**src/hdl/rhg_pkg.sv**
```systemverilog
// Package of constants for the record header generator
package rhg_pkg;
  // Header geometry
  localparam int unsigned HDR_BYTES = 40;
  localparam int unsigned HDR_WORDS = 10;
  // Byte offsets of fields inside the header
  localparam int unsigned OFS_STATUS = 0;
  localparam int unsigned OFS_TAG = 1;
  localparam int unsigned OFS_CHAN = 2;
  localparam int unsigned OFS_FMT = 3;
  localparam int unsigned OFS_SERIAL = 4;
  localparam int unsigned OFS_RECNUM = 8;
  localparam int unsigned OFS_PERIOD = 12;
  localparam int unsigned OFS_TTIME = 16;
  localparam int unsigned OFS_START = 24;
  localparam int unsigned OFS_LEN = 32;
  localparam int unsigned OFS_GPV = 36;
  localparam int unsigned OFS_TSRST = 38;
  // Status bit positions
  localparam int unsigned ST_RANGE = 7;
  localparam int unsigned ST_FILL_HI = 6;
  localparam int unsigned ST_FILL_LO = 4;
  localparam int unsigned ST_LOST_REC = 0;
  localparam int unsigned ST_LOST_HEAD = 1;
  localparam int unsigned ST_LOST_MID = 2;
  localparam int unsigned ST_LOST_TAIL = 3;
  // Sample encodings
  localparam logic [7:0] FMT_S16 = 8'h00;
  localparam logic [7:0] FMT_S32 = 8'h01;
  // Register byte addresses
  localparam logic [5:0] ADR_CTRL = 6'h00;
  localparam logic [5:0] ADR_SERIAL = 6'h04;
  localparam logic [5:0] ADR_RECNUM = 6'h08;
  localparam logic [5:0] ADR_GPV = 6'h0C;
  localparam logic [5:0] ADR_STAT = 6'h10;
  // Reset values
  localparam logic [7:0] RST_TAG = 8'h00;
  localparam logic [31:0] RST_SERIAL = 32'h00000001;
  localparam logic [15:0] RST_GPV = 16'h0000;
  // AXI responses
  localparam logic [1:0] RESP_OKAY = 2'h0;
  localparam logic [1:0] RESP_SLVERR = 2'h2;
  // Record state
  typedef enum logic [0:0] {
    RHG_IDLE = 1'b0,
    RHG_REC = 1'b1
  } rhg_state_t;
endpackage

```
**src/hdl/rhg_top.sv**
```systemverilog
// Record header generator with AXI4-Lite control registers
// Function
// Status, tag, channel, encoding bytes first
// Serial number field, numeric part, 32-bit
// Record count from power-up, 32-bit
// Signed sample period in 25 ps
// Trigger time 64-bit in 25 ps
// Signed trigger-to-start offset, 25 ps
// Record length field, 32-bit, in bytes
// General vector then timestamp reset count
// Bit 7 flags any range violation
// Bits 6-4 give fill in eighths
// Fill field keeps record maximum
// Bits 3-0 report overflow losses
// Bit 0 marks wholly lost record
// Bit 1 marks missing record start
// Bit 2 middle loss, bit 3 tail
// Encoding 0 is 16-bit, 1 32-bit
// Low channel numbers are physical inputs
// Host programs tag, copied into headers
// Header is exactly forty bytes
// Header emitted per masked record before memory; a record whose end arrives while busy_reg is set shares the next header
// Packed little-endian fields, no padding
// Flags cleared at start, accumulated to end; a start arriving in RHG_REC does not clear them
//
// The AXI4-Lite interface to the registers and the placing of the registers are this design's own decisions.
`timescale 1ns/1ps
module rhg_top
  import rhg_pkg::*;
(
  input wire logic aclk,
  input wire logic aresetn,
  // AXI4-Lite slave
  input wire logic [5:0] s_axi_awaddr,
  input wire logic s_axi_awvalid,
  output logic s_axi_awready,
  input wire logic [31:0] s_axi_wdata,
  input wire logic [3:0] s_axi_wstrb,
  input wire logic s_axi_wvalid,
  output logic s_axi_wready,
  output logic [1:0] s_axi_bresp,
  output logic s_axi_bvalid,
  input wire logic s_axi_bready,
  input wire logic [5:0] s_axi_araddr,
  input wire logic s_axi_arvalid,
  output logic s_axi_arready,
  output logic [31:0] s_axi_rdata,
  output logic [1:0] s_axi_rresp,
  output logic s_axi_rvalid,
  input wire logic s_axi_rready,
  // Acquisition engine events
  input wire logic rec_start,
  input wire logic rec_end,
  input wire logic [7:0] rec_chan,
  input wire logic rec_wide,
  input wire logic [31:0] sample_period,
  input wire logic [63:0] trigger_time_ticks,
  input wire logic [63:0] rec_start_ofs,
  input wire logic [31:0] rec_len_bytes,
  input wire logic [15:0] ts_reset_cnt,
  input wire logic range_hit,
  input wire logic [2:0] fifo_fill,
  input wire logic lost_whole,
  input wire logic lost_head,
  input wire logic lost_mid,
  input wire logic lost_tail,
  // Header word stream, 32-bit little-endian words
  output logic [31:0] hdr_data,
  output logic hdr_valid,
  output logic hdr_last,
  input wire logic hdr_ready
);

  // Software registers
  logic [7:0] unit_tag_byte_reg;
  logic [31:0] serial_reg;
  logic [15:0] gpv_reg;
  logic [31:0] recnum_reg;
  // Record accumulation
  rhg_state_t state_reg;
  logic range_reg;
  logic [2:0] fill_reg;
  logic [3:0] lost_reg;
  // Header image and emission
  logic [HDR_BYTES*8-1:0] hdr_img_reg;
  logic [3:0] word_idx_reg;
  logic busy_reg;
  logic drop_reg;
  // AXI handshake state
  logic aw_held_reg;
  logic w_held_reg;
  logic [5:0] awaddr_reg;
  logic [31:0] wdata_reg;
  logic [3:0] wstrb_reg;

  // Fill maximum and loss merge
  wire [2:0] fill_max = (fifo_fill > fill_reg) ? fifo_fill : fill_reg;
  wire [3:0] lost_now = {lost_tail, lost_mid, lost_head, lost_whole};
  // Accept end only while the previous header has drained
  wire finish = (state_reg == RHG_REC) && rec_end && !busy_reg;
  wire [7:0] status_byte = {range_reg | range_hit, fill_max, lost_reg | lost_now};
  wire [7:0] fmt_byte = rec_wide ? FMT_S32 : FMT_S16;
  // Header image assembled in listed order, byte 0 at bit 0
  wire [HDR_BYTES*8-1:0] hdr_img = {ts_reset_cnt, gpv_reg, rec_len_bytes,
                                    rec_start_ofs, trigger_time_ticks,
                                    sample_period, recnum_reg, serial_reg,
                                    fmt_byte, rec_chan, unit_tag_byte_reg,
                                    status_byte};
  wire hdr_fire = hdr_valid && hdr_ready;
  wire wr_go = aw_held_reg && w_held_reg && !s_axi_bvalid; // Both write beats in, no answer out
  wire [3:0] last_idx = 4'(HDR_WORDS - 1);

  // Record state and flag accumulation
  always_ff @(posedge aclk) begin
    if (!aresetn) begin
      state_reg <= RHG_IDLE;
      range_reg <= 1'b0;
      fill_reg <= 3'h0;
      lost_reg <= 4'h0;
    end else begin
      unique case (state_reg)
        RHG_IDLE: begin
          if (rec_start) begin
            state_reg <= RHG_REC;
            range_reg <= range_hit;
            fill_reg <= fifo_fill;
            lost_reg <= lost_now;
          end
        end
        RHG_REC: begin
          if (finish) begin
            state_reg <= RHG_IDLE;
          end else begin
            range_reg <= range_reg | range_hit;
            fill_reg <= fill_max;
            lost_reg <= lost_reg | lost_now;
          end
        end
      endcase
    end
  end

  // Record counter since power-up
  always_ff @(posedge aclk) begin
    if (!aresetn) begin
      recnum_reg <= 32'h00000000;
    end else if (finish) begin
      recnum_reg <= recnum_reg + 32'h00000001;
    end
  end

  // Snapshot header at record end, then stream ten words
  always_ff @(posedge aclk) begin
    if (!aresetn) begin
      hdr_img_reg <= '0;
      busy_reg <= 1'b0;
      word_idx_reg <= 4'h0;
    end else if (finish) begin
      hdr_img_reg <= hdr_img;
      busy_reg <= 1'b1;
      word_idx_reg <= 4'h0;
    end else if (hdr_fire) begin
      hdr_img_reg <= hdr_img_reg >> 32;
      word_idx_reg <= word_idx_reg + 4'h1;
      if (word_idx_reg == last_idx) begin
        busy_reg <= 1'b0;
      end
    end
  end

  // Stream output registers
  always_ff @(posedge aclk) begin
    if (!aresetn) begin
      hdr_data <= 32'h00000000;
      hdr_valid <= 1'b0;
      hdr_last <= 1'b0;
    end else if (finish) begin
      hdr_data <= hdr_img[31:0];
      hdr_valid <= 1'b1;
      hdr_last <= 1'b0;
    end else if (hdr_fire) begin
      hdr_data <= hdr_img_reg[63:32];
      hdr_valid <= (word_idx_reg != last_idx);
      hdr_last <= (word_idx_reg == last_idx - 4'h1);
    end
  end

  // Ends refused while busy set the sticky drop flag
  always_ff @(posedge aclk) begin
    if (!aresetn) begin
      drop_reg <= 1'b0;
    end else if (state_reg == RHG_REC && rec_end && busy_reg) begin
      drop_reg <= 1'b1;
    end else if (wr_go && awaddr_reg == ADR_STAT) begin
      drop_reg <= 1'b0;
    end
  end

  // AXI write channel capture
  always_ff @(posedge aclk) begin
    if (!aresetn) begin
      aw_held_reg <= 1'b0;
      w_held_reg <= 1'b0;
      awaddr_reg <= 6'h00;
      wdata_reg <= 32'h00000000;
      wstrb_reg <= 4'h0;
      s_axi_bvalid <= 1'b0;
    end else begin
      if (s_axi_awvalid && s_axi_awready) begin
        aw_held_reg <= 1'b1;
        awaddr_reg <= s_axi_awaddr;
      end
      if (s_axi_wvalid && s_axi_wready) begin
        w_held_reg <= 1'b1;
        wdata_reg <= s_axi_wdata;
        wstrb_reg <= s_axi_wstrb;
      end
      if (wr_go) begin
        aw_held_reg <= 1'b0;
        w_held_reg <= 1'b0;
        s_axi_bvalid <= 1'b1;
      end else if (s_axi_bready) begin
        s_axi_bvalid <= 1'b0;
      end
    end
  end

  // Ready is registered and low while a beat is held
  always_ff @(posedge aclk) begin
    if (!aresetn) begin
      s_axi_awready <= 1'b0;
      s_axi_wready <= 1'b0;
    end else begin
      s_axi_awready <= !aw_held_reg && !(s_axi_awvalid && s_axi_awready) && !s_axi_bvalid;
      s_axi_wready <= !w_held_reg && !(s_axi_wvalid && s_axi_wready) && !s_axi_bvalid;
    end
  end

  // Write decode
  wire wr_ok = (awaddr_reg == ADR_CTRL) || (awaddr_reg == ADR_SERIAL) ||
               (awaddr_reg == ADR_GPV) || (awaddr_reg == ADR_STAT) ||
               (awaddr_reg == ADR_RECNUM);
  always_ff @(posedge aclk) begin
    if (!aresetn) begin
      s_axi_bresp <= RESP_OKAY;
    end else if (wr_go) begin
      s_axi_bresp <= wr_ok ? RESP_OKAY : RESP_SLVERR;
    end
  end

  // Software register writes with byte strobes
  always_ff @(posedge aclk) begin
    if (!aresetn) begin
      unit_tag_byte_reg <= RST_TAG;
      serial_reg <= RST_SERIAL;
      gpv_reg <= RST_GPV;
    end else if (wr_go) begin
      if (awaddr_reg == ADR_CTRL && wstrb_reg[0]) begin
        unit_tag_byte_reg <= wdata_reg[7:0];
      end
      if (awaddr_reg == ADR_SERIAL) begin
        for (int b = 0; b < 4; b++) begin
          if (wstrb_reg[b]) begin
            serial_reg[b*8 +: 8] <= wdata_reg[b*8 +: 8];
          end
        end
      end
      if (awaddr_reg == ADR_GPV) begin
        if (wstrb_reg[0]) begin
          gpv_reg[7:0] <= wdata_reg[7:0];
        end
        if (wstrb_reg[1]) begin
          gpv_reg[15:8] <= wdata_reg[15:8];
        end
      end
    end
  end

  // Read mux
  wire [31:0] rd_mux = (s_axi_araddr == ADR_CTRL) ? {24'h000000, unit_tag_byte_reg} :
                       (s_axi_araddr == ADR_SERIAL) ? serial_reg :
                       (s_axi_araddr == ADR_RECNUM) ? recnum_reg :
                       (s_axi_araddr == ADR_GPV) ? {16'h0000, gpv_reg} :
                       (s_axi_araddr == ADR_STAT) ? {29'h00000000, drop_reg, busy_reg,
                                                     state_reg} : 32'h00000000;
  wire rd_ok = (s_axi_araddr == ADR_CTRL) || (s_axi_araddr == ADR_SERIAL) ||
               (s_axi_araddr == ADR_RECNUM) || (s_axi_araddr == ADR_GPV) ||
               (s_axi_araddr == ADR_STAT);

  // AXI read channel
  always_ff @(posedge aclk) begin
    if (!aresetn) begin
      s_axi_arready <= 1'b0;
      s_axi_rvalid <= 1'b0;
      s_axi_rdata <= 32'h00000000;
      s_axi_rresp <= RESP_OKAY;
    end else begin
      s_axi_arready <= !s_axi_rvalid && !(s_axi_arvalid && s_axi_arready);
      if (s_axi_arvalid && s_axi_arready) begin
        s_axi_rvalid <= 1'b1;
        s_axi_rdata <= rd_mux;
        s_axi_rresp <= rd_ok ? RESP_OKAY : RESP_SLVERR;
      end else if (s_axi_rready) begin
        s_axi_rvalid <= 1'b0;
      end
    end
  end

  // Assertions
  hdr_len_a: assert property (@(posedge aclk) disable iff (!aresetn)
    finish |=> busy_reg && word_idx_reg == 4'h0)
    else $error("header count not restarted");
  last_word_a: assert property (@(posedge aclk) disable iff (!aresetn)
    hdr_last |-> hdr_valid && word_idx_reg == last_idx)
    else $error("last flag at wrong word");
  first_bytes_a: assert property (@(posedge aclk) disable iff (!aresetn)
    finish |=> hdr_data[15:8] == $past(unit_tag_byte_reg) && hdr_data[23:16] == $past(rec_chan))
    else $error("leading bytes wrong");
  rec_count_a: assert property (@(posedge aclk) disable iff (!aresetn)
    finish |=> recnum_reg == $past(recnum_reg) + 32'h00000001)
    else $error("record count did not advance");
  fmt_code_a: assert property (@(posedge aclk) disable iff (!aresetn)
    finish |=> hdr_data[31:24] == ($past(rec_wide) ? FMT_S32 : FMT_S16))
    else $error("encoding byte wrong");
  range_flag_a: assert property (@(posedge aclk) disable iff (!aresetn)
    state_reg == RHG_REC && range_hit && !finish |=> range_reg)
    else $error("range flag lost");
  fill_max_a: assert property (@(posedge aclk) disable iff (!aresetn)
    state_reg == RHG_REC && !finish && !rec_start |=> fill_reg >= $past(fill_reg))
    else $error("fill maximum dropped");
  lost_sticky_a: assert property (@(posedge aclk) disable iff (!aresetn)
    state_reg == RHG_REC && !finish && lost_now != 4'h0 |=> (lost_reg & $past(lost_now)) != 4'h0)
    else $error("loss flag not kept");
  flag_clear_a: assert property (@(posedge aclk) disable iff (!aresetn)
    state_reg == RHG_IDLE && rec_start && !range_hit |=> !range_reg)
    else $error("range flag not cleared at start");
  stream_hold_a: assert property (@(posedge aclk) disable iff (!aresetn)
    hdr_valid && !hdr_ready |=> hdr_valid && $stable(hdr_data))
    else $error("stream word changed while stalled");
  hdr_sent_c: cover property (@(posedge aclk) disable iff (!aresetn) hdr_last && hdr_ready);
  lost_rec_c: cover property (@(posedge aclk) disable iff (!aresetn) finish && lost_reg[0]);
  axi_wr_c: cover property (@(posedge aclk) disable iff (!aresetn) wr_go);
  drop_c: cover property (@(posedge aclk) disable iff (!aresetn) drop_reg);

endmodule
```
**config.mk**
```make
export PLATFORM = sky130hd
export DESIGN_NAME = rhg_top
export DESIGN_NICKNAME = d
export VERILOG_FILES = /design/src/hdl/rhg_pkg.sv /design/src/hdl/rhg_top.sv
export SDC_FILE = /design/constraint.sdc
export NUM_CORES = 1
export LEC_CHECK = 0
export BUFFER_PORTS_ARGS = -buffer_cell sky130_fd_sc_hd__buf_2
export CORE_ASPECT_RATIO = 1.75
export CORE_MARGIN = 4
export CORE_UTILIZATION = 44
export CTS_BUF_LIST = sky130_fd_sc_hd__clkbuf_4 sky130_fd_sc_hd__clkbuf_8 sky130_fd_sc_hd__clkbuf_16
export CTS_CLUSTER_DIAMETER = 120
export CTS_CLUSTER_SIZE = 8
export DETAILED_ROUTE_END_ITERATION = 10
export GPL_TIMING_DRIVEN = 0
export PLACE_DENSITY_LB_ADDON = 0.08
export SLEW_MARGIN = 20
export SYNTH_ARGS = -nofsm -noshare
export SYNTH_HDL_FRONTEND = slang
export SYNTH_SLANG_ARGS = --single-unit
```
**constraint.sdc**
```tcl
create_clock -name aclk -period 2 [get_ports aclk]
set_input_delay 0.2 -clock aclk [delete_from_list [all_inputs] [get_ports aclk]]
set_output_delay 0.2 -clock aclk [all_outputs]
set_load 0.01 [all_outputs]
```
==> results of run 1 <==
-- worst max path at each step --
stage,start,end,slack [ns],depth (start not counted)
floorplan,busy_reg,recnum_reg[28],0.29,7
global placement,hdr_valid,hdr_img_reg[153],-0.87,6
detailed placement,hdr_valid,hdr_img_reg[153],-0.82,6
CTS,busy_reg,hdr_img_reg[45],0.001,6
global route,busy_reg,hdr_img_reg[126],-0.003,5
finish,busy_reg,hdr_img_reg[45],0.02,5
-- routing by layer --
metal | up-vias | track usage
met4 | 0 | 0.2159
met3 | 237 | 0.04503
met5 | - | 0
met2 | 937 | 0.6177
li1 | 10680 | -
met1 | 10570 | 0.3693
-- power by group through the flow --
stage / sequential [mW] / clock [mW] / combinational (mW)
global route: 11.0 / 11.8 / 2.89
finish: 11.0 / 11.2 / 2.66
CTS: 11.0 / 11.4 / 2.60
global placement: 11.2 / 0 / 2.15
floorplan: 11.0 / 0 / 1.27
detailed placement: 11.2 / 0 / 2.17
-- logic make-up (layout without fill, tap and decap cells) --
logic type               Yosys count  count (layout)
buffers and inverters            284             979
multiplexers                      22              22
XOR/XNOR                          23              23
other                              1               8
AND/OR/NAND/NOR                 1314            1314
adder cells (fa/ha/maj)            7               7
AO/OA/AOI/OAI                    541             541
flip-flops                       508             508
-- synth_stat cells, types with 2 or more instances --
cell type	instances	area share
buf_4	34	0.012
a21o_1	8	0.0028
inv_1	13	0.0023
a22oi_1	21	0.0075
nand3b_1	2	0.00071
a21oi_1	140	0.033
nand4_1	16	0.0047
nor3_1	16	0.0038
and3_1	4	0.0012
nand4b_1	4	0.0017
and4_1	2	0.00083
nand3_1	104	0.025
nor4_1	11	0.0033
o21ai_1	9	0.0021
nor2b_1	8	0.0024
a32oi_1	2	0.00083
dfxtp_1	508	0.48
nand2_1	783	0.14
or3_1	9	0.0027
and2_1	6	0.0018
xor2_1	17	0.0071
a31oi_1	4	0.0012
a311oi_1	277	0.11
a211oi_1	7	0.0025
mux2i_1	21	0.010
o31ai_1	3	0.0011
or4_1	2	0.00071
and2_0	2	0.00059
xnor2_1	6	0.0025
ha_1	7	0.0041
nor2_1	337	0.060
buf_1	16	0.0028
clkbuf_1	209	0.037
o32ai_1	2	0.00083
buf_2	9	0.0021
o21ai_0	67	0.016
-- repair_timing --
action / in CTS / in global routing
resized for setup: 71 / 141
hold buffers: 260 / 0
pin swaps: 2 / 4
hold endpoints to repair: 258 / 0
buffers inserted: 3 / 3
endpoints found under the setup margin: 372 / 263
-- area by class of cell --
type / count / area share
Clock buffer: 74 / 0.06499
Clock inverter: 7 / 0.005313
Buffer: 266 / 0.04575
Sequential cell: 508 / 0.3573
Multi-Input combinational cell: 1909 / 0.3437
Antenna cell: 6 / 0.0005269
Inverter: 14 / 0.001844
Timing Repair Buffer: 618 / 0.1547
Tap cell: 588 / 0.02582
-- through the flow --
stage	utilization	hold slack, ns	instances
after floorplan	-	0.3360	2701
after detailed placement	0.5005	0.4389	3641
after global routing	0.6041	0.01488	3988
after global placement	0.5005	0.4352	3641
after CTS	0.6010	0.002536	3983
final	0.6042	0.001416	3990
-- critical path: cells and delay by family (launching register included) --
| family | cells | cell delay (ns) |
|---|---|---|
| AO/OA/AOI/OAI | 1 | 0.20 |
| buffers and inverters | 3 | 0.98 |
| flip-flops | 1 | 0.46 |
| AND/OR/NAND/NOR | 1 | 0.19 |
==> results by group, run 1 <==
Die
  • Core area: 0.04716 mm2
  • Die area: 0.05167 mm2
  • Row count: 105
  • Die width: 173.6 um
  • Initial core utilization: 0.4475
  • I/O pin count: 358
  • Die height: 297.7 um

Global routing
  • Total GRT Usage: 0.3399
  • First-pass GRT wire length: 135600 um
  • Vias in the first global route: 22950
  • Antenna violations before repair: 5
  • GRT overflow: 0
  • Largest net degree at the start of global routing: 12

Setup path
  • FF-to-FF path depth: 5
  • Critical Path Max Stage Delay: 0.48 ns
  • CP Cell Sequence: nand3b_4 -> buf_6 -> clkbuf_2 -> clkbuf_1 -> a311oi_1
  • Slowest-stage cell, CP: clkbuf_1
  • Critical Path RT: 2.43 ns
  • Crit-path max FO: 10
  • Worst r2r src: busy_reg
  • Setup CP Type: reg2reg
  • R2R Setup Slk: 0.02 ns
  • Crit start category: flip-flop
  • Setup crit end kind: flip-flop
  • Arrival @ worst endpoint: 2.41 ns
  • Worst reg2reg path endpoint: hdr_img_reg[45]

Logic synthesis
  • Synth unique cells: 50
  • Synth Cell Area: 0.02111 mm2
  • Synth Area in Adders: 0.004150
  • Area share of and/or/nand/nor cells after synthesis: 0.2529
  • Synth warn: 0
  • Post-synth EDFFs: 0
  • Syn Area/Cell: 7.817 um2
  • Post-synthesis sequential area ratio: 0.4818
  • Synth Area in XOR/XNOR: 0.009544
  • Largest family of logic cells by synthesized area: simple AND/OR/NAND/NOR gates
  • Synth Area in Compound Gates: 0.1834
  • FFs w/ async S/R, synth: 0
  • Post-Syn Instances: 2700
  • Post-synthesis mux area share: 0.01049
  • Yosys reg bits: 508
  • Top FF cell, synth: dfxtp_1

Timing
  • Tightest Pin Transition: 0.9914 ns
  • Final Slew Violations: 0
  • Fin. Hold Viols: 0
  • Peak Freq: 505.3 MHz
  • Fin Setup TNS: 0 ns
  • Period minus WS final: 1.979 ns
  • Relative slew slack: 0.3391
  • Setup Viol. Count Final: 0
  • Final worst-path cycle share: 0.9896
  • Unrepaired setup endpoints after global routing: yes
  • Clock Skew: 0.02815 ns
  • PnR worst setup slack: 0.02086 ns

Clock tree
  • Clock Sinks: 508
  • Longest Clk Path Bufs: 3
  • Clk root buf: clkbuf_16
  • Num CTS Buffers: 73
  • H-tree depth: 3
  • Skew-Pair Late Insertion Delay: 0.59 ns
  • CTS tree: yes
  • Worst-path clk slew: 0.05 ns

Place
  • Place WS: -0.8173 ns
  • IO buf count: 352
  • Gp weighted congestion: 1.086
  • Post-DP HPWL: 69330 um
  • Post-DP Area: 0.02361 mm2

Final layout
  • Most frequent cells in the layout: nand2_1, dfxtp_1, buf_2
  • Area Growth Syn to Fin: 35.00%
  • # fillers: 4297
  • Layout Nets: 3680
  • Share of cells above drive strength 1: 0.1849
  • FF+latch area: 0.01018 mm2
  • Commonest non-fill, non-tap cell in the layout: nand2_1
  • Max FFs per register: 320
  • Combined area of the multi-input logic cells: 0.009793 mm2
  • Finished layout cell area: 0.02849 mm2

Detailed routing
  • Pre-antenna DRT Iters: 5
  • DRT iter0 DRCs: 1383
  • Via Count: 22420
  • Final WL: 90820 um
  • Vias per cell: 5.620
  • ANT nets after route: 0
  • DRT met1 WL: 33840 um
  • Met3 WL: 4739 um
  • Metal2 WL: 45740 um
  • Remaining DRCs: 0
  • Top sig layer: met4
  • WL/cell: 22.76 um

Power
  • Pint: 18.49 mW
  • Total power: 24.86 mW
  • Maximum vdd ir drop: 0.0006244 V
  • Switching power: 6.376 mW
  • Lkg Pwr: 11.13 nW
  • Sw frac: 0.2564
  • Sequential power share: 0.442
  • Combinational Power Share: 0.107
  • Clock share of power: 0.451
  • PD cells: 872.6 mW/mm2

Worst hold path
  • HP Class: in2reg
  • Worst Hold End: hdr_img_reg[262]
  • Hold path cells: 3
  • Hold Startpoint: rec_len_bytes[6]

Job
  • Maxcap violations: 0

Status
  • Outcome: finished, final reports clean
Power figures use the tool's default switching activity.
==> inputs of run 2 (changes only) <==
--- a/config.mk
+++ b/config.mk
@@ -13,8 +13,8 @@
 export CTS_CLUSTER_DIAMETER = 120
 export CTS_CLUSTER_SIZE = 8
 export DETAILED_ROUTE_END_ITERATION = 10
-export GPL_TIMING_DRIVEN = 0
 export PLACE_DENSITY_LB_ADDON = 0.08
+export SETUP_SLACK_MARGIN = 0.4
 export SLEW_MARGIN = 20
 export SYNTH_ARGS = -nofsm -noshare
 export SYNTH_HDL_FRONTEND = slang
==> results by group, run 2 (same netlist as run 1, synthesis figures left out) <==
Power
  • Clock share of power: 0.450
  • Maximum vdd ir drop: 0.0006758 V
  • Pint: 18.75 mW
  • Combinational Power Share: 0.109
  • Sw frac: 0.2446
  • PD cells: 854.2 mW/mm2
  • Switching power: 6.073 mW
  • Lkg Pwr: 11.34 nW
  • Sequential power share: 0.442

Clock tree
  • Clock Sinks: 508
  • CTS tree: yes
  • Num CTS Buffers: 73
  • Longest Clk Path Bufs: 3
  • Worst-path clk slew: 0.05 ns
  • Clk root buf: clkbuf_16
  • Skew-Pair Late Insertion Delay: 0.58 ns
  • H-tree depth: 3

Timing
  • Setup Viol. Count Final: 0
  • Final worst-path cycle share: 0.8746
  • Fin Setup TNS: 0 ns
  • Peak Freq: 571.7 MHz
  • Clock Skew: 0.01578 ns
  • Hold_ws: 0.02715 ns
  • Period minus WS final: 1.749 ns
  • Unrepaired setup endpoints after global routing: yes
  • Final Slew Violations: 0
  • Fin. Hold Viols: 0

Global routing
  • Largest net degree at the start of global routing: 126
  • Vias in the first global route: 21210
  • Antenna violations before repair: 10
  • GRT overflow: 0
  • Total GRT Usage: 0.2843
  • First-pass GRT wire length: 118900 um

Detailed routing
  • WL/cell: 20.69 um
  • ANT nets after route: 0
  • Pre-antenna DRT Iters: 6
  • Vias per cell: 5.643
  • Via Count: 21830
  • Final WL: 80050 um
  • DRT iter0 DRCs: 1991
  • Remaining DRCs: 0

Place
  • Post-DP HPWL: 51820 um
  • Gp weighted congestion: 0.8708
  • IO buf count: 355

Worst hold path
  • HP Class: in2reg
  • Hold Startpoint: sample_period[0]

Setup path
  • Arrival @ worst endpoint: 2.25 ns
  • Setup CP Type: reg2reg
  • Critical Path RT: 2.50 ns
  • Crit start category: flip-flop
  • Worst r2r src: recnum_reg[15]
  • Slowest-stage cell, CP: or4_1
  • Crit-path max FO: 4
  • Critical Path Max Stage Delay: 0.40 ns
  • Crit path from: recnum_reg[15]
  • Setup crit end kind: flip-flop
  • CP Cell Sequence: and4_4 -> and3_4 -> nand4_1 -> buf_4 -> or4_1 -> a21oi_1

Die
  • Row count: 105
  • Core area: 0.04716 mm2
  • I/O pin count: 358
  • Die height: 297.7 um
  • Die width: 173.6 um
  • Die area: 0.05167 mm2
  • Initial core utilization: 0.4475

Final layout
  • Max FFs per register: 320
  • # fillers: 4085
  • Share of cells above drive strength 1: 0.1936
  • Commonest non-fill, non-tap cell in the layout: nand2_1
  • Combined area of the multi-input logic cells: 0.009923 mm2
  • Area Growth Syn to Fin: 37.70%
  • Layout Nets: 3554
  • FF+latch area: 0.01021 mm2
  • Most frequent cells in the layout: nand2_1, dfxtp_1, buf_2

Job
  • Maxcap violations: 0

Status
  • Outcome: finished, final reports clean
## run 2: worst paths after layout
kind	to	slack (ns)	cells after the start
worst max-delay path	recnum_reg[31]	0.25	6
worst min-delay path	hdr_img_reg[96]	0.03	3
worst max register to register	recnum_reg[31]	0.25	6
worst min register to register	hdr_img_reg[27]	0.45	2
## run 2: cell type report
class | instances | area share
inverters | 14 | 0.002066
clock buffers | 77 | 0.06630
flip-flops and latches | 508 | 0.3512
well taps | 588 | 0.02531
repair buffers | 758 | 0.2110
diodes | 12 | 0.001033
multi-input cells | 1909 | 0.3414
clock inverters | 3 | 0.001636
## run 2: power by group through the flow
stage / Clock [mW] / Combinational, mW / Sequential (mW)
detailed placement: 0 / 1.99 / 11.2
finish: 11.2 / 2.70 / 11.0
CTS: 11.3 / 2.52 / 11.0
floorplan: 0 / 1.28 / 11.0
global route: 11.7 / 2.93 / 11.0
global placement: 0 / 1.97 / 11.1
## run 2: metrics by stage
stage / setup WS, ns / util / total power [mW] / instance area [um2] / instances
final: 0.2507 / 0.6162 / 24.83 / 29060 / 3869
after global routing: 0.1582 / 0.6161 / 25.65 / 29060 / 3867
after CTS: 0.3104 / 0.6024 / 24.83 / 28410 / 3826
after detailed placement: 0.2145 / 0.4965 / 13.15 / 23420 / 3460
after global placement: 0.2589 / 0.4965 / 13.11 / 23420 / 3460
after floorplan: 0.3589 / - / 12.32 / 21170 / 2701
## run 2: worst max-delay path, delay by kind of cell (launching register included)
kind / cells / cell delay (ns)
DFF: 1 / 0.33
buffers and inverters: 1 / 0.20
and+or+nand+nor: 4 / 1.03
AOI/OAI and AO/OA: 1 / 0.13
## run 2: layer usage
layer | vias to the layer above | GRT usage | routed length, um
li1 | 10420 | - | -
met1 | 10350 | 0.3515 | 32180
met2 | 886 | 0.4835 | 38830
met3 | 177 | 0.04465 | 5159
met4 | 0 | 0.1370 | 3878
met5 | - | 0 | 0
## run 2: what timing repair did
action / CTS / global route
setup buffers: 13 / 21
hold buffers: 270 / 0
cloned: 3 / 10
gates resized for setup: 23 / 81
pin swaps: 6 / 24
endpoints found under the hold margin: 266 / 0
endpoints found under the setup margin: 238 / 262
